==> src/rtl/acp_regs.vh <==
// Register offsets, field positions and reset values of the converter
// control block. Definitions only; included by bare name.
`ifndef ACP_REGS_VH
`define ACP_REGS_VH

// Register offsets on the 4-bit register port
`define ACP_OFF_CONTROL 4'h0
`define ACP_OFF_STATUS 4'h1
`define ACP_OFF_RESULT_HIGH 4'h2
`define ACP_OFF_RESULT_LOW 4'h3
`define ACP_OFF_COMPARE_HIGH 4'h4
`define ACP_OFF_COMPARE_LOW 4'h5
`define ACP_OFF_CONFIG 4'h6
`define ACP_OFF_PIN_MID 4'h7
`define ACP_OFF_PIN_HIGH 4'h8

// Control register fields
`define ACP_CTL_DONE_BIT 7
`define ACP_CTL_IEN_BIT 6
`define ACP_CTL_CH_MSB 4
`define ACP_CTL_CH_LSB 0
`define ACP_CH_DISABLED 5'h1F

// Status register fields
`define ACP_STS_ACTIVE_BIT 7
`define ACP_STS_MATCH_BIT 3
`define ACP_STS_CMPEN_BIT 2

// Configuration register fields
`define ACP_CFG_DIV_MSB 6
`define ACP_CFG_DIV_LSB 5
`define ACP_CFG_MODE_MSB 3
`define ACP_CFG_MODE_LSB 2
`define ACP_CFG_CLK_MSB 1
`define ACP_CFG_CLK_LSB 0

// Field encodings
`define ACP_CLK_BUS 2'h0
`define ACP_CLK_BUS_HALF 2'h1
`define ACP_CLK_ALT 2'h2
`define ACP_CLK_ASYNC 2'h3
`define ACP_MODE_8BIT 2'h0
`define ACP_MODE_10BIT 2'h2

// Reset values
`define ACP_RST_CHANNEL 5'h1F
`define ACP_RST_CONFIG 8'h00
`define ACP_RST_PINS 8'h00
`define ACP_RST_BYTE 8'h00

// Sample count in converter clock ticks and raw code width in bits
`define ACP_SAMPLE_TICKS 4'h4
`define ACP_RAW_BITS 11

`endif

==> src/rtl/acp_top.v <==
// Converter control top: register port, result rounding, compare,
// conversion-complete flag, pin disables and converter clocking.
// Assumes a synchronous analog core and port logic on clk.
// Pin registers exist only where the variant has analog inputs.
//
// Chosen here: strobed register access and the placing of the registers.
`timescale 1ns/10ps
`default_nettype none
`include "acp_regs.vh"

module acp_top #(
  parameter HAS_MID_PINS = 1,
  parameter HAS_HIGH_PINS = 1,
  parameter RAW_BITS = `ACP_RAW_BITS
) (
  // Clock and reset
  input wire clk,
  input wire reset,
  // Register port
  input wire [3:0] reg_addr,
  input wire [7:0] reg_wdata,
  input wire reg_write,
  input wire reg_read,
  output reg [7:0] reg_rdata,
  // Power mode and foreign clocks
  input wire low_power_mode,
  input wire alternate_clock,
  input wire internal_async_clock,
  // Analog core
  input wire comparator_high,
  output wire [RAW_BITS-1:0] trial_code,
  output wire sample_enable,
  output wire [4:0] analog_channel,
  output wire converter_power_on,
  output wire async_clock_enable,
  // Interrupt request and compare result
  output wire done_irq,
  output wire compare_match,
  // Port logic for channels 8 to 23
  input wire [15:0] port_pin_in,
  input wire [15:0] port_out_en_n_in,
  input wire [15:0] port_pullup_in,
  output wire [15:0] port_read_value,
  output wire [15:0] pin_out_en_n,
  output wire [15:0] pin_pullup_en,
  output wire [15:0] pin_input_en
);

  reg [4:0] channel_select_q;
  reg done_interrupt_enable_q;
  reg conversion_done_flag_q;
  reg compare_enable_q;
  reg compare_match_q;
  reg [1:0] input_clock_select_q;
  reg [1:0] clock_divide_select_q;
  reg [1:0] mode_q;
  reg [7:0] compare_high_q;
  reg [7:0] compare_low_q;
  reg [7:0] result_high_q;
  reg [7:0] result_low_q;
  reg [7:0] analog_pin_disable_mid_q;
  reg [7:0] analog_pin_disable_high_q;
  reg start_q;
  reg [7:0] rdata_d;

  wire wr_control;
  wire wr_setup;
  wire rd_result_low;
  wire module_off;
  wire ten_bit;
  wire run;
  wire converter_clock;
  wire sar_done;
  wire sar_busy;
  wire [9:0] rounded;
  wire [9:0] compare_value;
  wire accept;
  wire [15:0] pin_off;
  wire sar_sample_w;

  // Round a left-aligned raw code to the mode's width, saturating at top
  function [9:0] acp_round;
    input [RAW_BITS-1:0] raw;
    input wide;
    reg [10:0] sum;
    begin
      sum = 11'h000;
      if (wide) begin
        sum = {1'b0, raw[10:1]} + {10'h000, raw[0]};
        if (sum[10])
          sum = 11'h3FF;
      end else begin
        sum = {3'h0, raw[10:3]} + {10'h000, raw[2]};
        if (sum[8])
          sum = 11'h0FF;
      end
      acp_round = sum[9:0];
    end
  endfunction

  // Decode of register writes and reads
  assign wr_control = reg_write && (reg_addr == `ACP_OFF_CONTROL);
  assign wr_setup = reg_write && ((reg_addr == `ACP_OFF_STATUS) ||
    (reg_addr == `ACP_OFF_CONFIG) ||
    (reg_addr == `ACP_OFF_COMPARE_HIGH) ||
    (reg_addr == `ACP_OFF_COMPARE_LOW));
  assign rd_result_low = reg_read && (reg_addr == `ACP_OFF_RESULT_LOW);

  // Module is held off in reset or with the all-ones channel
  assign module_off = (channel_select_q == `ACP_CH_DISABLED);

  // Mode bit one decides width; reserved codes follow that bit
  assign ten_bit = mode_q[1];

  // Converter powered only while a conversion runs
  assign run = sar_busy && !module_off;
  assign converter_power_on = run;
  assign async_clock_enable = run &&
    (input_clock_select_q == `ACP_CLK_ASYNC);

  // Channel and sample phase handed to the analog core
  assign analog_channel = channel_select_q;
  assign sample_enable = sar_sample_w;

  // Control and setup registers
  always @(posedge clk) begin
    if (reset) begin
      channel_select_q <= `ACP_RST_CHANNEL;
      done_interrupt_enable_q <= 1'b0;
      compare_enable_q <= 1'b0;
      input_clock_select_q <= `ACP_CLK_BUS;
      clock_divide_select_q <= 2'h0;
      mode_q <= `ACP_MODE_8BIT;
      compare_high_q <= `ACP_RST_BYTE;
      compare_low_q <= `ACP_RST_BYTE;
      start_q <= 1'b0;
    end else begin
      // A control write with a live channel starts a conversion
      start_q <= wr_control &&
        (reg_wdata[`ACP_CTL_CH_MSB:`ACP_CTL_CH_LSB] != `ACP_CH_DISABLED);
      if (wr_control) begin
        channel_select_q <= reg_wdata[`ACP_CTL_CH_MSB:`ACP_CTL_CH_LSB];
        done_interrupt_enable_q <= reg_wdata[`ACP_CTL_IEN_BIT];
      end
      if (reg_write && reg_addr == `ACP_OFF_STATUS)
        compare_enable_q <= reg_wdata[`ACP_STS_CMPEN_BIT];
      if (reg_write && reg_addr == `ACP_OFF_CONFIG) begin
        input_clock_select_q <=
          reg_wdata[`ACP_CFG_CLK_MSB:`ACP_CFG_CLK_LSB];
        clock_divide_select_q <=
          reg_wdata[`ACP_CFG_DIV_MSB:`ACP_CFG_DIV_LSB];
        mode_q <= reg_wdata[`ACP_CFG_MODE_MSB:`ACP_CFG_MODE_LSB];
      end
      if (reg_write && reg_addr == `ACP_OFF_COMPARE_HIGH)
        compare_high_q <= reg_wdata;
      if (reg_write && reg_addr == `ACP_OFF_COMPARE_LOW)
        compare_low_q <= reg_wdata;
    end
  end

  // Converter clock source and divider
  acp_clkgen u_clkgen (
    .clk(clk),
    .reset(reset),
    .run(run),
    .low_power_mode(low_power_mode),
    .input_clock_select(input_clock_select_q),
    .clock_divide_select(clock_divide_select_q),
    .alternate_clock(alternate_clock),
    .internal_async_clock(internal_async_clock),
    .converter_clock(converter_clock)
  );

  // Approximation sequencer; any control or setup write aborts it
  acp_sar #(
    .RAW_BITS(RAW_BITS)
  ) u_sar (
    .clk(clk),
    .reset(reset),
    .start(start_q),
    .abort(wr_control || wr_setup || module_off),
    .ten_bit(ten_bit),
    .tick(converter_clock),
    .comparator_high(comparator_high),
    .trial_code(trial_code),
    .sampling(sar_sample_w),
    .done(sar_done),
    .busy(sar_busy)
  );

  // Rounding and compare: a failed compare discards the result
  assign rounded = acp_round(trial_code, ten_bit);
  assign compare_value = ten_bit ? {compare_high_q[1:0], compare_low_q} :
    {2'h0, compare_low_q};
  assign accept = !compare_enable_q || (rounded >= compare_value);

  // Result registers and compare status; an abort leaves them alone
  always @(posedge clk) begin
    if (reset) begin
      result_high_q <= `ACP_RST_BYTE;
      result_low_q <= `ACP_RST_BYTE;
      compare_match_q <= 1'b0;
    end else begin
      if (sar_done && compare_enable_q)
        compare_match_q <= accept;
      if (sar_done && accept) begin
        // Eight-bit mode writes the low byte only
        if (ten_bit)
          result_high_q <= {6'h00, rounded[9:8]};
        result_low_q <= rounded[7:0];
      end
    end
  end

  // Done flag: a new result wins over a clear in the same cycle
  always @(posedge clk) begin
    if (reset)
      conversion_done_flag_q <= 1'b0;
    else if (sar_done && accept)
      conversion_done_flag_q <= 1'b1;
    else if (wr_control || rd_result_low)
      conversion_done_flag_q <= 1'b0;
  end

  // Interrupt request is a level while flag and enable are high
  assign done_irq = conversion_done_flag_q && done_interrupt_enable_q;
  assign compare_match = compare_match_q;

  // Pin disable registers, absent when the channels have no inputs
  always @(posedge clk) begin
    if (reset) begin
      analog_pin_disable_mid_q <= `ACP_RST_PINS;
      analog_pin_disable_high_q <= `ACP_RST_PINS;
    end else if (reg_write) begin
      if (reg_addr == `ACP_OFF_PIN_MID && HAS_MID_PINS != 0)
        analog_pin_disable_mid_q <= reg_wdata;
      if (reg_addr == `ACP_OFF_PIN_HIGH && HAS_HIGH_PINS != 0)
        analog_pin_disable_high_q <= reg_wdata;
    end
  end

  // Bit 0 of each register is its lowest channel
  assign pin_off = {analog_pin_disable_high_q,
    analog_pin_disable_mid_q};

  // Disabled pins: buffer off, input and pullup off, reads zero
  assign pin_out_en_n = port_out_en_n_in | pin_off;
  assign pin_input_en = ~pin_off;
  assign pin_pullup_en = port_pullup_in & ~pin_off;
  assign port_read_value = port_pin_in & ~pin_off;

  // Read multiplexer
  always @* begin
    case (reg_addr)
      `ACP_OFF_CONTROL:
        rdata_d = {conversion_done_flag_q, done_interrupt_enable_q,
          1'b0, channel_select_q};
      `ACP_OFF_STATUS:
        rdata_d = {sar_busy, 3'h0, compare_match_q, compare_enable_q, 2'h0};
      `ACP_OFF_RESULT_HIGH: rdata_d = result_high_q;
      `ACP_OFF_RESULT_LOW: rdata_d = result_low_q;
      `ACP_OFF_COMPARE_HIGH: rdata_d = compare_high_q;
      `ACP_OFF_COMPARE_LOW: rdata_d = compare_low_q;
      `ACP_OFF_CONFIG:
        rdata_d = {1'b0, clock_divide_select_q, 1'b0, mode_q,
          input_clock_select_q};
      `ACP_OFF_PIN_MID: rdata_d = analog_pin_disable_mid_q;
      `ACP_OFF_PIN_HIGH: rdata_d = analog_pin_disable_high_q;
      default: rdata_d = 8'h00;
    endcase
  end

  // Read data stands only in the cycle after the strobe
  always @(posedge clk) begin
    if (reset)
      reg_rdata <= 8'h00;
    else if (reg_read)
      reg_rdata <= rdata_d;
    else
      reg_rdata <= 8'h00;
  end

endmodule
`default_nettype wire

==> src/rtl/acp_clkgen.v <==
// Converter clock source select and divider, producing a one-cycle tick.
// Assumes alternate and internal clocks are slow against clk.
`timescale 1ns/10ps
`default_nettype none
`include "acp_regs.vh"

module acp_clkgen (
  // Clock and reset
  input wire clk,
  input wire reset,
  // Control
  input wire run,
  input wire low_power_mode,
  input wire [1:0] input_clock_select,
  input wire [1:0] clock_divide_select,
  // Foreign clocks sampled as pins
  input wire alternate_clock,
  input wire internal_async_clock,
  // Converter clock tick
  output reg converter_clock
);

  reg [2:0] alt_sync_q;
  reg [2:0] async_sync_q;
  reg alt_level_q;
  reg async_level_q;
  reg half_q;
  reg [2:0] div_cnt_q;
  reg src_tick;
  wire [2:0] div_mask;
  wire alt_rise;
  wire async_rise;
  wire src_live;

  // Three-stage samplers; a level counts once stages two and three agree
  always @(posedge clk) begin
    if (reset) begin
      alt_sync_q <= 3'h0;
      async_sync_q <= 3'h0;
      alt_level_q <= 1'b0;
      async_level_q <= 1'b0;
    end else begin
      alt_sync_q <= {alt_sync_q[1:0], alternate_clock};
      async_sync_q <= {async_sync_q[1:0], internal_async_clock};
      if (alt_sync_q[1] == alt_sync_q[2])
        alt_level_q <= alt_sync_q[2];
      if (async_sync_q[1] == async_sync_q[2])
        async_level_q <= async_sync_q[2];
    end
  end

  assign alt_rise = alt_sync_q[1] & alt_sync_q[2] & ~alt_level_q;
  assign async_rise = async_sync_q[1] & async_sync_q[2] & ~async_level_q;

  // Only the internal clock keeps running in wait or stop3
  assign src_live = run &
    (~low_power_mode | (input_clock_select == `ACP_CLK_ASYNC));

  // Source select among the four choices
  always @* begin
    case (input_clock_select)
      `ACP_CLK_BUS: src_tick = 1'b1;
      `ACP_CLK_BUS_HALF: src_tick = half_q;
      `ACP_CLK_ALT: src_tick = alt_rise;
      `ACP_CLK_ASYNC: src_tick = async_rise;
      default: src_tick = 1'b0;
    endcase
  end

  // Divide by 1, 2, 4 or 8
  assign div_mask = (3'h1 << clock_divide_select) - 3'h1;

  // Half-rate toggle and divider counter
  always @(posedge clk) begin
    if (reset || !src_live) begin
      half_q <= 1'b0;
      div_cnt_q <= 3'h0;
      converter_clock <= 1'b0;
    end else begin
      half_q <= ~half_q;
      converter_clock <= 1'b0;
      if (src_tick) begin
        if (div_cnt_q >= div_mask) begin
          div_cnt_q <= 3'h0;
          converter_clock <= 1'b1;
        end else begin
          div_cnt_q <= div_cnt_q + 3'h1;
        end
      end
    end
  end

endmodule
`default_nettype wire

==> src/rtl/acp_sar.v <==
// Successive-approximation sequencer stepped by the converter tick.
// Assumes the analog comparator answer is valid by the next tick.
`timescale 1ns/10ps
`default_nettype none
`include "acp_regs.vh"

module acp_sar #(
  parameter RAW_BITS = `ACP_RAW_BITS
) (
  // Clock and reset
  input wire clk,
  input wire reset,
  // Control
  input wire start,
  input wire abort,
  input wire ten_bit,
  input wire tick,
  // Analog core
  input wire comparator_high,
  output reg [RAW_BITS-1:0] trial_code,
  output reg sampling,
  // Result
  output reg done,
  output reg busy
);

  localparam ST_IDLE = 2'h0;
  localparam ST_SAMPLE = 2'h1;
  localparam ST_BITS = 2'h2;
  // Index of the first trial bit, cut to the counter's width
  localparam [31:0] TOP_COUNT = RAW_BITS - 1;

  reg [1:0] state_q;
  reg [3:0] count_q;
  reg [RAW_BITS-1:0] probe_q;
  wire [3:0] last_bit;

  // 11 trial bits in 10-bit mode, 9 in 8-bit mode, left aligned
  assign last_bit = ten_bit ? 4'h0 : 4'h2;

  // Sample phase, then one trial bit per tick
  always @(posedge clk) begin
    if (reset || abort) begin
      state_q <= ST_IDLE;
      count_q <= 4'h0;
      probe_q <= {RAW_BITS{1'b0}};
      trial_code <= {RAW_BITS{1'b0}};
      sampling <= 1'b0;
      done <= 1'b0;
      busy <= 1'b0;
    end else begin
      done <= 1'b0;
      case (state_q)
        ST_IDLE: begin
          if (start) begin
            state_q <= ST_SAMPLE;
            count_q <= `ACP_SAMPLE_TICKS;
            sampling <= 1'b1;
            busy <= 1'b1;
          end
        end
        ST_SAMPLE: begin
          if (tick) begin
            if (count_q == 4'h1) begin
              state_q <= ST_BITS;
              sampling <= 1'b0;
              count_q <= TOP_COUNT[3:0];
              probe_q <= {1'b1, {(RAW_BITS-1){1'b0}}};
              trial_code <= {1'b1, {(RAW_BITS-1){1'b0}}};
            end else begin
              count_q <= count_q - 4'h1;
            end
          end
        end
        ST_BITS: begin
          if (tick) begin
            if (!comparator_high)
              trial_code <= (trial_code & ~probe_q) | (probe_q >> 1);
            else
              trial_code <= trial_code | (probe_q >> 1);
            probe_q <= probe_q >> 1;
            if (count_q == last_bit) begin
              if (!comparator_high)
                trial_code <= trial_code & ~probe_q;
              else
                trial_code <= trial_code;
              state_q <= ST_IDLE;
              done <= 1'b1;
              busy <= 1'b0;
            end else begin
              count_q <= count_q - 4'h1;
            end
          end
        end
        default: state_q <= ST_IDLE;
      endcase
    end
  end

endmodule
`default_nettype wire

==> config.mk <==
export PLATFORM = sky130hd
export DESIGN_NAME = acp_top
export DESIGN_NICKNAME = d
export VERILOG_FILES = /design/src/rtl/acp_top.v /design/src/rtl/acp_clkgen.v /design/src/rtl/acp_sar.v
export VERILOG_INCLUDE_DIRS = /design/src /design/src/rtl
export SDC_FILE = /design/constraint.sdc
export NUM_CORES = 1
export LEC_CHECK = 0
export BUFFER_PORTS_ARGS = -buffer_cell sky130_fd_sc_hd__buf_2
export CAP_MARGIN = 20
export CORE_MARGIN = 5
export CORE_UTILIZATION = 45
export CTS_BUF_LIST = sky130_fd_sc_hd__clkbuf_4 sky130_fd_sc_hd__clkbuf_8
export DETAILED_ROUTE_END_ITERATION = 8
export GPL_TIMING_DRIVEN = 0
export PLACE_DENSITY = 0.78
export SLEW_MARGIN = 20
export SYNTH_ARGS = -nofsm -noshare
export SYNTH_HDL_FRONTEND = slang
export SYNTH_SLANG_ARGS = --single-unit
export TNS_END_PERCENT = 30
==> constraint.sdc <==
create_clock -name clk -period 9.1 [get_ports clk]
set_input_delay 1.365 -clock clk [delete_from_list [all_inputs] [get_ports clk]]
set_output_delay 1.365 -clock clk [all_outputs]
set_load 0.03 [all_outputs]
==> metrics.txt <==
hpwl dp=13.6 mm; WL met1=7.13 mm; count leader, synth=dfxtp_1; Syn Nets=799; part of the power in registers=0.518; Setup crit end kind=register; Max Cap Viol=0; WL met2=8.57 mm; Clock Path Buffers=2; Synth top area share=0.365; Yosys warning total=0; Comb power frac=0.123; Synth area leaders=dfxtp_1 36%, mux2i_1 8.1%, nor2b_1 5.4%, ha_1 5.2%, nor2_1 4.2%; row cnt=42; Worst Path Max Fanout=9; fin nets=969; TritonCTS buffer count=9; Starting Density=0.458; Register Area=2200 um^2; Worst-Skew Late Latency=0.40 ns; CTS tree=done; setup TNS=0 ns; Crit path required time=9.39 ns; H-tree depth=3; routed wire length=18.0 mm; Max Fclk=0.268 GHz; Remaining Overflow, GRT=0; post-layout min period=3.73 ns; # hold bufs at CTS=0; Avg Cell Area, Syn=8.55 um^2; internal power=0.684 mW; first-pass GRT wire length=28.7 mm; ANT nets after route=0; PnR Total Power=0.944 mW; Area growth, synth to finish=20.6%; Sw Pwr=0.260 mW; uppermost routed layer=met4; crit share post-route=0.410; RSZ-0062 raised after global routing=no; Avg WL per Cell=17.1 um; power per cell area=130 nW/um^2; CTS Root Cell=clkbuf_8; Yosys reg bits=110; Port Buf Inserts=159; Max-Slew Margin vs Limit=0.544; chip width=126 um; Final Wtd Congestion=0.953; asr flop ratio synth=0; Slew @ Worst Pin=0.681 ns; Syn Inst Count=706; met3 wire length=1.78 mm; antenna diode count=0; DRT Pass-1 Iters=5; Residual DRC=0; Clock Sink Count=110; Slew Limit Fails=0; Cell Area, Synth=6040 um^2; Post-CTS Setup Inserts=0; core area=13200 um^2; DRT iter0 DRCs=595; clock share of power=0.359; top cell type by total area after synthesis=dfxtp_1; Final setup violation count=0; Final Hold Viols=0; Leak Pwr=2.93 nW; area occupied by multi-input gates=3540 um^2; most frequent cells after synthesis=110 x dfxtp_1, 67 x nor2_1, 53 x nand2_1; clock-pin slew on the worst setup and hold paths=0.11 ns; GRT Util Overall=0.224; # IOs=161; Critical Path AT=4.02 ns; number of global-route vias before repair=5572; fin worst setup slack=5.37 ns; Post-synth EDFFs=0; vias per cell=5.62; DP Worst Slack=5.44 ns; initial antenna violation count=0; largest net degree at the start of global routing=20; post_cts resized=0; fillers=1222; Worst Hold Class=reg -> reg; Final Core Density=0.552; status=finished clean; clock skew=0.0164 ns; Unique masters post-synth=69; main flop type after synthesis=dfxtp_1; sequential area share after synthesis=0.365; share of layout cells above drive strength 1=0.251; Die Span Y=126 um; WS Path Type=reg -> reg; Max rail drop VDD=100 uV; via count=5937; die footprint=15800 um^2; Startpoint Class=register; final hold slack=0.426 ns; Sw Share=0.275
-- final cells by class --
class | instances | area share
Clock inverter | 7 | 0.0146
Tap cell | 176 | 0.0302
Inverter | 39 | 0.0201
Timing Repair Buffer | 159 | 0.109
Sequential cell | 110 | 0.302
Buffer | 36 | 0.0204
Clock buffer | 9 | 0.0170
Multi-Input combinational cell | 521 | 0.486
-- logic make-up (layout without fill, tap and decap cells) --
kind of cell	after synthesis	count (layout)	share of synthesized area
DFF	110	110	0.365
adders and majority gates	25	25	0.0518
and+or+nand+nor	276	276	0.237
AOI/OAI and AO/OA	154	154	0.183
buffers and inverters	75	250	0.0489
muxes	58	58	0.102
xor gates and xnor gates	8	8	0.0128
-- metrics by stage --
step	std cells	cell area, um^2
final	1057	7290
after global placement	1041	7060
after global routing	1057	7290
after floorplan	706	6040
after CTS	1057	7290
after detailed placement	1041	7060
-- layer usage --
metal / vias up / global-route usage
li1: 2861 / -
met1: 2721 / 0.274
met2: 311 / 0.379
met3: 44 / 0.0525
met4: 0 / 0.0909
met5: - / 0
-- worst max-delay path, stage by stage (launching register included) --
cell and delay [ns]:
dfxtp_1 0.40, ha_1 0.29, ha_1 0.22, nand3_1 0.29, nor3_1 0.51, o32ai_1 0.23, ha_1 0.33, nand2b_1 0.09
a21oi_1 0.06, o21a_1 0.22, o31ai_4 0.58, mux2_2 0.40
-- final timing paths --
check | from | to | slack [ns] | cells after the start
worst max register to register | u_sar.trial_code[0] | result_low_q[4] | 5.37 | 11
worst min register to register | u_clkgen.half_q | u_clkgen.half_q | 0.43 | 1
worst min-delay path | u_clkgen.half_q | u_clkgen.half_q | 0.43 | 1
worst max-delay path | u_sar.trial_code[0] | result_low_q[4] | 5.37 | 11
-- placed cells by master (no fill, tap or decap), types with 6 or more instances in the layout --
cell type and instances:
inv_1 37, o21ai_0 23, a22oi_1 14, o21a_1 6
buf_2 170, nand3_1 23, mux2i_1 49, nor2_1 67
nor3_1 11, dfxtp_1 110, clkbuf_1 24, nand4_1 9
a21oi_1 33, a31oi_1 8, nand2_1 53, mux2_2 6
nand2b_1 6, o21ai_1 6, clkbuf_8 9, a32o_1 12
nor2b_1 52, a21o_1 6, or2_2 18, and3_1 8
ha_1 25
-- sequential cells by signal, indices dropped and copies added (netlist names), 3 cells and up --
| register | cells |
|---|---|
| u_sar.trial_code | 11 |
| u_sar.probe_q | 11 |
| analog_channel | 5 |
| analog_pin_disable_mid_q | 8 |
| compare_high_q | 8 |
| compare_low_q | 8 |
| u_clkgen.alt_sync_q | 3 |
| u_clkgen.async_sync_q | 3 |
| reg_rdata | 8 |
| u_clkgen.div_cnt_q | 3 |
| result_low_q | 8 |
| u_sar.count_q | 4 |
| analog_pin_disable_high_q | 8 |
-- power groups by stage --
stage	logic (mW)	registers, mW	clock network (mW)
after detailed placement	0.115	0.500	0
after global placement	0.114	0.500	0
after CTS	0.115	0.489	0.345
after floorplan	0.0704	0.500	0
after global routing	0.124	0.490	0.365
final	0.116	0.489	0.339
Power figures use the tool's default switching activity.
